--- config.mk ---
export PLATFORM = sky130hd
export DESIGN_NAME = rdsw_writeback
export DESIGN_NICKNAME = d
export VERILOG_FILES = /design/src/verilog/rdsw_pkg.sv /design/src/verilog/rdsw_writeback.sv
export SDC_FILE = /design/constraint.sdc
export NUM_CORES = 1
export LEC_CHECK = 0
export BUFFER_PORTS_ARGS = -buffer_cell sky130_fd_sc_hd__buf_4
export CAP_MARGIN = 25
export CORE_MARGIN = 2
export CORE_UTILIZATION = 60
export CTS_BUF_LIST = sky130_fd_sc_hd__clkbuf_16
export CTS_CLUSTER_SIZE = 30
export DETAILED_ROUTE_END_ITERATION = 8
export PLACE_DENSITY = 0.79
export SYNTH_ARGS = -nofsm -noshare
export SYNTH_HDL_FRONTEND = slang
export SYNTH_SLANG_ARGS = --single-unit
export TNS_END_PERCENT = 1
--- constraint.sdc ---
create_clock -name clk_sys -period 27.2 [get_ports clk_sys]
set_input_delay 2.72 -clock clk_sys [delete_from_list [all_inputs] [get_ports clk_sys]]
set_output_delay 2.72 -clock clk_sys [all_outputs]
set_load 0.005 [all_outputs]
--- src/verilog/rdsw_pkg.sv ---
// Package for the receive descriptor status word builder
`default_nettype none
package rdsw_pkg;
	// Register byte offsets on the register bus
	localparam logic [7:0] OFS_NET_CTRL = 8'h00;
	localparam logic [7:0] OFS_NET_CFG = 8'h04;
	localparam logic [7:0] OFS_NET_STAT = 8'h08;
	localparam logic [7:0] OFS_DMA_CFG = 8'h10;
	localparam logic [7:0] OFS_INT_STAT = 8'h24;
	localparam logic [7:0] OFS_INT_MASK = 8'h28;
	localparam logic [7:0] OFS_RX_CNT = 8'h2c;
	localparam logic [7:0] OFS_ERR_CNT = 8'h30;
	localparam logic [7:0] OFS_TX_CNT = 8'h34;
	localparam logic [7:0] OFS_LAST_WORD = 8'h38;
	// Network configuration fields
	localparam int NCFG_JUMBO = 3;
	localparam int NCFG_FCS_DISCARD = 17;
	localparam int NCFG_IGN_FCS = 26;
	localparam int NCFG_FULL_DUPLEX = 1;
	localparam int NCFG_SPEED_LO = 0;
	localparam int NCFG_GIGA = 10;
	// DMA configuration fields
	localparam int DCFG_HDR_SPLIT = 5;
	localparam int DCFG_BAD_FCS_REP = 13;
	// Network control fields
	localparam int NCTL_MGMT_EN = 4;
	localparam int NCTL_TX_START = 9;
	localparam int NCTL_CLR_STATS = 5;
	// Descriptor word fields
	localparam int DW_HDR_LAST = 17;
	localparam int DW_B16 = 16;
	localparam int DW_EOF = 15;
	localparam int DW_SOF = 14;
	localparam int DW_B13 = 13;
	localparam int LEN_W = 13;
	localparam int STAT_W = 18;
	// Interrupt status bits
	localparam int IRQ_DONE = 0;
	localparam int IRQ_FCS_ERR = 1;
	localparam int IRQ_TX_START = 2;
	localparam int IRQ_W = 3;
	// Value after reset and FCS length in bytes
	localparam logic [31:0] RST_ZERO = 32'h0000_0000;
	localparam logic [13:0] FCS_BYTES = 14'h0004;
	// Bus responses
	localparam logic [1:0] RESP_OKAY = 2'h0;
	localparam logic [1:0] RESP_SLVERR = 2'h2;
endpackage : rdsw_pkg
`default_nettype wire

--- src/verilog/rdsw_writeback.sv ---
// Receive descriptor status word builder with register slave
//
// Summary of operation
// - Split on, not last: bit 16 marks header
// - Last, bad-FCS report set: bit 16 is FCS error
// - Last, report clear, VLAN: bit 16 is CFI
// - Bit 15 set on end of frame
// - Bit 14 set on start of frame
// - Not last, no split: only bit 14 valid
// - Not last, split on: bits 16, 17 valid
// - Jumbo mode: bit 13 is length MSB
// - Ignore-FCS without jumbo: bit 13 is FCS status
// - Neither mode: bit 13 is zero
// - Split and last header: bits 12:0 header length
// - Discard off: length includes FCS
// - Discard on: length excludes FCS
// - Registers reached over the bus slave
// - Control registers: management, DMA, transmit, speed
// - Statistics counters for receive and transmit events
// - Split on: bit 17 on last header buffer
//
// Operation notes
// One buffer event in, one status word out
// Event taken on the edge where bufValid is high
// Word and its valid strobe follow one clock later
// wbValid stands for one cycle per event
// wbWord holds until the next buffer event
// Back-to-back events are taken without gaps
// No buffering: a host too slow loses words
//
// Word layout, bits 17 down to 0
// Bit 17: last header buffer, split mode only
// Bit 16: header mark, FCS error or CFI
// Bit 15: end of frame
// Bit 14: start of frame
// Bit 13: jumbo length MSB or FCS status
// Bits 12:0: header or frame length
//
// Bit 16 on the last buffer
// Report mode set: carries the FCS error
// Report mode clear: CFI of a tagged frame
// Untagged frame with report clear reads zero
// Bit 16 on other buffers
// Split on: buffer holds header bytes
// Split off: always zero, not valid status
//
// Bit 13 priority
// Jumbo mode wins over ignore-FCS mode
// Both off: bit 13 forced to zero
// Never set on a buffer that is not last
//
// Length field
// Last buffer: frame length, FCS kept or trimmed
// Trimmed length floors at zero on runt input
// Last header buffer: header length in bytes
// Any other buffer: field reads zero
// Jumbo length above 14 bits is not reported
//
// Register map, byte offsets on the bus
// 0x00 network control, bit 5 clears counters
// 0x04 network configuration
// 0x08 network status, read only
// 0x10 DMA configuration
// 0x24 interrupt status, write one to clear
// 0x28 interrupt mask, one enables
// 0x2c received end-of-frame words
// 0x30 received frames with bad FCS
// 0x34 transmit events
// 0x38 last status word written
// Other offsets answer with a slave error
//
// Bus behaviour
// Address and data accepted in either order
// Each ready drops while its item is held
// Response one cycle after both are held
// Only one write and one read in flight
// Read data registered with its valid
// Byte strobes merge into the control and configuration registers; the interrupt mask takes only the strobed bits
//
// Interrupts
// Bit 0: end-of-frame word written
// Bit 1: end of frame with bad FCS
// Bit 2: transmit start requested
// A new event wins over a same-cycle clear
// irq is a level, high while any enabled bit set
//
// Counters
// Wrap silently at full scale
// A clear still keeps an event of that cycle
// Width set by a parameter, read as one word
//
// Reset
// Pin reset asynchronous, release synchronised
// Whole block leaves reset on one clock edge
// Configuration defaults to all modes off
//
// Limitations
// Mode bits are sampled live, not per frame
// Changing a mode mid-frame mixes meanings
// Software should set modes while receive idles
// Frame length is trusted as given
// No check that end of frame had a start
// Header length is passed through unchanged
//
// Trade-offs
// Decode is plain logic for short timing paths
// Read mux follows the address combinationally
// Read is one cycle, no wait states inserted
`default_nettype none
module rdsw_writeback
	import rdsw_pkg::*;
#(
	parameter int CNT_W = 32
) (
	input wire logic clk_sys,
	input wire logic arst_n,
	// Buffer event from the receive path
	input wire logic bufValid,
	input wire logic bufSof,
	input wire logic bufEof,
	input wire logic bufHdr,
	input wire logic bufHdrLast,
	input wire logic [LEN_W-1:0] hdrLen,
	input wire logic [13:0] frameLen,
	input wire logic fcsBad,
	input wire logic vlanTagged,
	input wire logic cfiBit,
	input wire logic txDone,
	// Descriptor status word out
	output logic wbValid,
	output logic [STAT_W-1:0] wbWord,
	// Control outputs
	output logic mgmtEnable,
	output logic txStartPulse,
	output logic fullDuplex,
	output logic [1:0] speedSel,
	output logic irq,
	// AXI4-Lite slave
	input wire logic [7:0] s_awaddr,
	input wire logic s_awvalid,
	output logic s_awready,
	input wire logic [31:0] s_wdata,
	input wire logic [3:0] s_wstrb,
	input wire logic s_wvalid,
	output logic s_wready,
	output logic [1:0] s_bresp,
	output logic s_bvalid,
	input wire logic s_bready,
	input wire logic [7:0] s_araddr,
	input wire logic s_arvalid,
	output logic s_arready,
	output logic [31:0] s_rdata,
	output logic [1:0] s_rresp,
	output logic s_rvalid,
	input wire logic s_rready
);
	import rdsw_pkg::*;

	logic rstMeta, rstSync;
	logic [31:0] netCtrl_reg, netCfg_reg, dmaCfg_reg;
	logic [IRQ_W-1:0] intStat_reg, intMask_reg, intEvt;
	logic [CNT_W-1:0] rxCnt_reg, errCnt_reg, txCnt_reg;
	logic [STAT_W-1:0] wbWord_next;
	logic awHeld_reg, wHeld_reg;
	logic [7:0] awAddr_reg;
	logic [31:0] wData_reg;
	logic [3:0] wStrb_reg;
	logic txStart_reg;

	// Reset released through two flops so all logic leaves reset together
	always_ff @(posedge clk_sys or negedge arst_n) begin
		if (!arst_n) begin
			rstMeta <= 1'b0;
			rstSync <= 1'b0;
		end else begin
			rstMeta <= 1'b1;
			rstSync <= rstMeta;
		end
	end

	// Mode selects from configuration registers
	wire splitEn = dmaCfg_reg[DCFG_HDR_SPLIT];
	wire badFcsRep = dmaCfg_reg[DCFG_BAD_FCS_REP];
	wire jumboEn = netCfg_reg[NCFG_JUMBO];
	wire ignFcsEn = netCfg_reg[NCFG_IGN_FCS];
	wire fcsDiscard = netCfg_reg[NCFG_FCS_DISCARD];

	// Frame length: FCS trimmed in discard mode
	wire [13:0] lenNoFcs = (frameLen > FCS_BYTES) ?
		14'(frameLen - FCS_BYTES) : 14'h0000;
	wire [13:0] lenOut = fcsDiscard ? lenNoFcs : frameLen;

	// Bit 16 meaning depends on last-buffer and report mode
	wire bit16Last = badFcsRep ? fcsBad
		: (vlanTagged & cfiBit);
	wire bit16 = bufEof ? bit16Last
		: (splitEn & bufHdr);
	// Bit 17 only valid with splitting on a non-last buffer
	wire bit17 = splitEn & bufHdrLast & ~bufEof;

	// Bit 13: jumbo length MSB beats ignore-FCS status
	wire bit13 = !bufEof ? 1'b0
		: jumboEn ? lenOut[13]
		: ignFcsEn ? fcsBad
		: 1'b0;

	// Low length field: header length or frame length
	wire [LEN_W-1:0] lenField = bufEof ? lenOut[LEN_W-1:0]
		: bit17 ? hdrLen
		: {LEN_W{1'b0}};

	// Non-last buffer without split reports only start of frame
	always_comb begin
		wbWord_next = '0;
		wbWord_next[DW_SOF] = bufSof;
		wbWord_next[DW_EOF] = bufEof;
		if (bufEof || splitEn) begin
			wbWord_next[DW_B16] = bit16;
			wbWord_next[DW_HDR_LAST] = bit17;
		end
		if (bufEof || bit17) begin
			wbWord_next[LEN_W-1:0] = lenField;
		end
		wbWord_next[DW_B13] = bit13;
	end

	// Status word registered once per buffer event
	always_ff @(posedge clk_sys or negedge rstSync) begin
		if (!rstSync) begin
			wbValid <= 1'b0;
			wbWord <= '0;
		end else begin
			wbValid <= bufValid;
			if (bufValid) begin
				wbWord <= wbWord_next;
			end
		end
	end

	// Bus write decode: address and data may arrive in either order
	wire wrFire = awHeld_reg & wHeld_reg & ~s_bvalid;
	wire wrCtrl = wrFire && awAddr_reg == OFS_NET_CTRL;
	wire wrCfg = wrFire && awAddr_reg == OFS_NET_CFG;
	wire wrDma = wrFire && awAddr_reg == OFS_DMA_CFG;
	wire wrIstat = wrFire && awAddr_reg == OFS_INT_STAT;
	wire wrImask = wrFire && awAddr_reg == OFS_INT_MASK;
	wire wrHit = wrCtrl | wrCfg | wrDma | wrIstat | wrImask;
	wire [31:0] bMask = {{8{wStrb_reg[3]}}, {8{wStrb_reg[2]}},
		{8{wStrb_reg[1]}}, {8{wStrb_reg[0]}}};
	wire [31:0] wMerged = wData_reg & bMask;
	wire clrStats = wrCtrl & wMerged[NCTL_CLR_STATS];

	assign s_awready = ~awHeld_reg;
	assign s_wready = ~wHeld_reg;

	// Write channel capture and response
	always_ff @(posedge clk_sys or negedge rstSync) begin
		if (!rstSync) begin
			awHeld_reg <= 1'b0;
			wHeld_reg <= 1'b0;
			awAddr_reg <= 8'h00;
			wData_reg <= RST_ZERO;
			wStrb_reg <= 4'h0;
			s_bvalid <= 1'b0;
			s_bresp <= RESP_OKAY;
		end else begin
			if (s_awvalid && s_awready) begin
				awHeld_reg <= 1'b1;
				awAddr_reg <= s_awaddr;
			end
			if (s_wvalid && s_wready) begin
				wHeld_reg <= 1'b1;
				wData_reg <= s_wdata;
				wStrb_reg <= s_wstrb;
			end
			if (wrFire) begin
				awHeld_reg <= 1'b0;
				wHeld_reg <= 1'b0;
				s_bvalid <= 1'b1;
				s_bresp <= wrHit ? RESP_OKAY : RESP_SLVERR;
			end else if (s_bready) begin
				s_bvalid <= 1'b0;
			end
		end
	end

	// Control and configuration registers, byte-lane merged; interrupt mask takes the strobed bits unmerged
	always_ff @(posedge clk_sys or negedge rstSync) begin
		if (!rstSync) begin
			netCtrl_reg <= RST_ZERO;
			netCfg_reg <= RST_ZERO;
			dmaCfg_reg <= RST_ZERO;
			intMask_reg <= '0;
			txStart_reg <= 1'b0;
		end else begin
			txStart_reg <= wrCtrl & wMerged[NCTL_TX_START];
			if (wrCtrl) begin
				netCtrl_reg <= (netCtrl_reg & ~bMask) | wMerged;
			end
			if (wrCfg) begin
				netCfg_reg <= (netCfg_reg & ~bMask) | wMerged;
			end
			if (wrDma) begin
				dmaCfg_reg <= (dmaCfg_reg & ~bMask) | wMerged;
			end
			if (wrImask) begin
				intMask_reg <= wMerged[IRQ_W-1:0];
			end
		end
	end

	// Sticky interrupt bits; a new event wins over a clear
	assign intEvt[IRQ_DONE] = wbValid & wbWord[DW_EOF];
	assign intEvt[IRQ_FCS_ERR] = bufValid & bufEof & fcsBad;
	assign intEvt[IRQ_TX_START] = txStart_reg;
	always_ff @(posedge clk_sys or negedge rstSync) begin
		if (!rstSync) begin
			intStat_reg <= '0;
		end else begin
			intStat_reg <= (intStat_reg &
				~(wrIstat ? wMerged[IRQ_W-1:0] : '0)) | intEvt;
		end
	end
	assign irq = |(intStat_reg & intMask_reg);

	// Statistics counters; counting is kept over a same-cycle clear
	always_ff @(posedge clk_sys or negedge rstSync) begin
		if (!rstSync) begin
			rxCnt_reg <= '0;
			errCnt_reg <= '0;
			txCnt_reg <= '0;
		end else if (clrStats) begin
			rxCnt_reg <= CNT_W'(intEvt[IRQ_DONE]);
			errCnt_reg <= CNT_W'(intEvt[IRQ_FCS_ERR]);
			txCnt_reg <= CNT_W'(txDone);
		end else begin
			rxCnt_reg <= rxCnt_reg + CNT_W'(intEvt[IRQ_DONE]);
			errCnt_reg <= errCnt_reg + CNT_W'(intEvt[IRQ_FCS_ERR]);
			txCnt_reg <= txCnt_reg + CNT_W'(txDone);
		end
	end

	// Read decode from the live address, registered on the edge the address is taken
	wire [31:0] netStat = {29'h0, intStat_reg != '0, wbValid, irq};
	wire rdHit = s_araddr == OFS_NET_CTRL || s_araddr == OFS_NET_CFG ||
		s_araddr == OFS_NET_STAT || s_araddr == OFS_DMA_CFG ||
		s_araddr == OFS_INT_STAT || s_araddr == OFS_INT_MASK ||
		s_araddr == OFS_RX_CNT || s_araddr == OFS_ERR_CNT ||
		s_araddr == OFS_TX_CNT || s_araddr == OFS_LAST_WORD;
	wire [31:0] rdMux =
		(s_araddr == OFS_NET_CTRL) ? netCtrl_reg :
		(s_araddr == OFS_NET_CFG) ? netCfg_reg :
		(s_araddr == OFS_NET_STAT) ? netStat :
		(s_araddr == OFS_DMA_CFG) ? dmaCfg_reg :
		(s_araddr == OFS_INT_STAT) ? 32'(intStat_reg) :
		(s_araddr == OFS_INT_MASK) ? 32'(intMask_reg) :
		(s_araddr == OFS_RX_CNT) ? 32'(rxCnt_reg) :
		(s_araddr == OFS_ERR_CNT) ? 32'(errCnt_reg) :
		(s_araddr == OFS_TX_CNT) ? 32'(txCnt_reg) :
		(s_araddr == OFS_LAST_WORD) ? 32'(wbWord) : RST_ZERO;
	assign s_arready = ~s_rvalid;

	// Read response held until the master takes it
	always_ff @(posedge clk_sys or negedge rstSync) begin
		if (!rstSync) begin
			s_rvalid <= 1'b0;
			s_rdata <= RST_ZERO;
			s_rresp <= RESP_OKAY;
		end else if (s_arvalid && s_arready) begin
			s_rvalid <= 1'b1;
			s_rdata <= rdMux;
			s_rresp <= rdHit ? RESP_OKAY : RESP_SLVERR;
		end else if (s_rready) begin
			s_rvalid <= 1'b0;
		end
	end

	// Control pins follow the control and configuration registers
	assign mgmtEnable = netCtrl_reg[NCTL_MGMT_EN];
	assign txStartPulse = txStart_reg;
	assign fullDuplex = netCfg_reg[NCFG_FULL_DUPLEX];
	assign speedSel = {netCfg_reg[NCFG_GIGA], netCfg_reg[NCFG_SPEED_LO]};
endmodule : rdsw_writeback
`default_nettype wire
==> impl_metrics.csv <==
group,metric,value,unit
yosys,synth-main-ff-cell,"dfrtp_1",
routing,vias_per_cell,6.11,
sta,slew_headroom,26.3,%
clocking,cts_max_level,1,
routing,wire_per_inst,20.1,µm
yosys,synth_cell_types,63,
yosys,synth_edf_count,0,
floorplan,dieArea,0.0263,mm²
clocking,postCtsSetupBuffers,0,
pwr,p_seq_share,48.3,%
setup_path,worstSetupPathType,"input pin to flip-flop",
yosys,postSynth.asyncResetShare,100,%
sta,post-route-period-util,17.8,%
pwr,comb_power_share,16.6,%
final_layout,drive_gt1_share,23.2,%
pwr,intPower,0.000926,W
sta,slew_violations,0,
grt,antenna_found_initial,2,
setup_path,max_stage_delay,1.00,ns
routing,drcViolationCount,0,
run_status,status,"completed",
routing,vias,11800,
floorplan,fp.coreArea,0.0245,mm²
clocking,cts_hold_buf,0,
sta,fmax,0.207,GHz
placement,dp_hpwl,26700,µm
yosys,ys_seq_area_share,50.4,%
yosys,synth_xor_xnor_area_share,5.72,%
sta,finalSetupTns,0,ns
sta,setup_viol,0,
setup_path,timing.rr.start,"awAddr_reg[1]",
floorplan,dieWidth,162,µm
grt,grt_pass1_wl,62500,µm
final_layout,layout.nets,1691,
yosys,synth.mux.area_fraction,12.2,%
yosys,yosys.area_share.adder,0.667,%
yosys,syn_area,0.0150,mm²
clocking,clock-sinks,302,
setup_path,critPathLaunchType,"input pin",
setup_path,worstPathCellList,"buf_4 -> inv_1 -> o211ai_1 -> o22ai_1 -> a21oi_1",
setup_path,cp_slowest_cell,"o211ai_1",
final_layout,layout_commonest_cell,"dfrtp_1",
floorplan,core.rowCount,57,
floorplan,start_util,61.3,%
yosys,syn_inst,1472,
clocking,cts_max_path_buffers,3,
yosys,synth_top_family_by_area,"simple AND/OR/NAND/NOR gates",
pwr,clkPwrFrac,35.1,%
clocking,clk_latency,0.58,ns
clocking,cts_tree,"yes",
sta,fin_crit,4.83,ns
setup_path,critical_path_required,27.70,ns
yosys,postSynthAreaPerCell,10.2,µm²
pwr,power.switching,0.000371,W
routing,postRouteAntennaNets,0,
clocking,clk_pin_slew_worst_paths,0.07,ns
yosys,synth-seq-cells,302,
clocking,postCtsResizedCells,0,
sta,worst_slew_pin_slew,1.11,ns
routing,drt_iter0_markers,1259,
hold_path,min_from,"rstMeta",
setup_path,cp_max_fo,63,
clocking,clock-root-buffer,"clkbuf_16",
setup_path,critPathLaunch,"s_araddr[2]",
job,drv_cap,0,
yosys,synth_compound_area_share,10.6,%
pwr,p_leak,7.94,nW
grt,grt_pass1_vias,11700,
pwr,p_per_area,74.1,mW/mm²
pwr,sw_frac_of_total,28.6,%
final_layout,num-fill-cells,1747,
floorplan,die_h,162,µm
placement,numPortBuffers,158,
grt,gr-total-overflow,0,
sta,fin_skew,0.0132,ns
setup_path,worstPathArrival,5.33,ns
routing,drt_pre_antenna_iters,5,
placement,place_congestion,0.977,
final_layout,area_growth,16.7,%
final_layout,final_cell_mix,"301 x dfrtp_1, 165 x buf_4, 136 x nor2_1",
routing,drt-total-wl,38900,µm
grt,grt_max_degree,180,
hold_path,hold_path.class,"flip-flop to flip-flop",
floorplan,io_pins,161,
clocking,cts_made_buffers,31,
sta,final_hold_viol_count,0,
pwr,irDropWorstVdd,0.0000769,V
setup_path,endpoint_kind,"flip-flop",
yosys,yosysWarnings,0,
sta,rsz0062_at_grt,"false",
sta,holdWs,0.359,ns
grt,grtUsageTotal,29.9,%
yosys,yosys.area_share.simple,16.5,%
worst max-delay path: cells and delay by family:
| family | cells | cell delay, ns |
|---|---|---|
| AOI/OAI and AO/OA | 3 | 1.40 |
| buffers and inverters | 2 | 1.20 |
through the flow:
stage	worst slack, ns	cell area, µm²	total power, W	instances	utilization (%)
3_3_place_gp	21.67	16300	0.000828	1874	66.7
4_1_cts	22.43	17500	0.00130	1931	71.3
2_1_floorplan	18.16	15000	0.000741	1473	-
3_5_place_dp	21.86	16400	0.000840	1876	66.9
5_1_grt	22.19	17500	0.00136	1934	71.5
6_report	22.37	17500	0.00130	1936	71.6
cell usage after synthesis (3+ instances only):
master | instances | area, µm²
a21oi_1 | 65 | 325
nand2_1 | 110 | 413
mux2i_1 | 31 | 310
nor4_1 | 20 | 125
nor2b_1 | 13 | 81.3
nor4_2 | 3 | 37.5
xor2_1 | 34 | 298
buf_2 | 11 | 55.1
and3_1 | 14 | 87.6
or4_1 | 5 | 37.5
nand3b_1 | 4 | 30.0
inv_1 | 50 | 188
dfrtp_1 | 302 | 7560
clkbuf_1 | 62 | 233
mux2_2 | 134 | 1510
a21o_1 | 19 | 143
o22ai_1 | 17 | 106
a31oi_1 | 19 | 119
or3_1 | 37 | 231
o211ai_1 | 4 | 30.0
nand4_1 | 23 | 144
nand2b_1 | 22 | 138
nor2_1 | 136 | 510
o2111ai_1 | 3 | 26.3
buf_4 | 9 | 67.6
nand3_1 | 39 | 195
a22oi_1 | 28 | 210
buf_1 | 4 | 15.0
o21ai_0 | 106 | 531
and2_1 | 7 | 43.8
and4_1 | 6 | 52.6
xnor2_1 | 64 | 561
nor3_1 | 24 | 120
ha_1 | 8 | 100
power groups by stage:
stage / Sequential (W) / Clock (W) / Combinational, W
2_1_floorplan: 0.000599 / 0 / 0.000142
3_3_place_gp: 0.000626 / 0 / 0.000202
3_5_place_dp: 0.000629 / 0 / 0.000211
4_1_cts: 0.000624 / 0.000460 / 0.000214
5_1_grt: 0.000638 / 0.000481 / 0.000238
6_report: 0.000626 / 0.000456 / 0.000215
area by class of cell:
class                      count  area (µm²)  share of cell area, %
sequential                   302        7560                   43.2
inverter                      51         191                   1.09
antenna                        2        5.00                 0.0286
clock buffer                  31         776                   4.43
multi-input combinational   1032        6900                   39.4
clock inverter                24         317                   1.81
tap                          324         405                   2.32
timing repair buffer         170        1350                   7.73
logic make-up after synthesis:
logic type	after synthesis
adders and majority gates	8
and+or+nand+nor	484
other	2
AOI/OAI and AO/OA	273
xor gates and xnor gates	98
DFF	302
muxes	166
buffers and inverters	139
worst paths after layout:
check                           slack, ns                         end  cells after the start
max in group asynchronous           25.19                     rstSync                      1
min in group asynchronous            0.38  asynchronous set/reset pin                      0
worst min-delay path                 0.36                     rstSync                      0
worst max-delay path                22.37                 s_rdata[27]                      5
worst max register to register      24.46                txCnt_reg[0]                      6
worst min register to register       0.36                     rstSync                      0
metal layers:
| layer | vias up | global-route usage [%] | part of all wire (%) |
|---|---|---|---|
| met4 | 0 | 9.53 | 3.2 |
| met1 | 5884 | 42.3 | 42 |
| met5 | - | 0 | 0 |
| li1 | 5393 | - | - |
| met2 | 465 | 47.6 | 47 |
| met3 | 89 | 5.01 | 7.3 |
No activity file was read; power rests on OpenSTA's default activity.
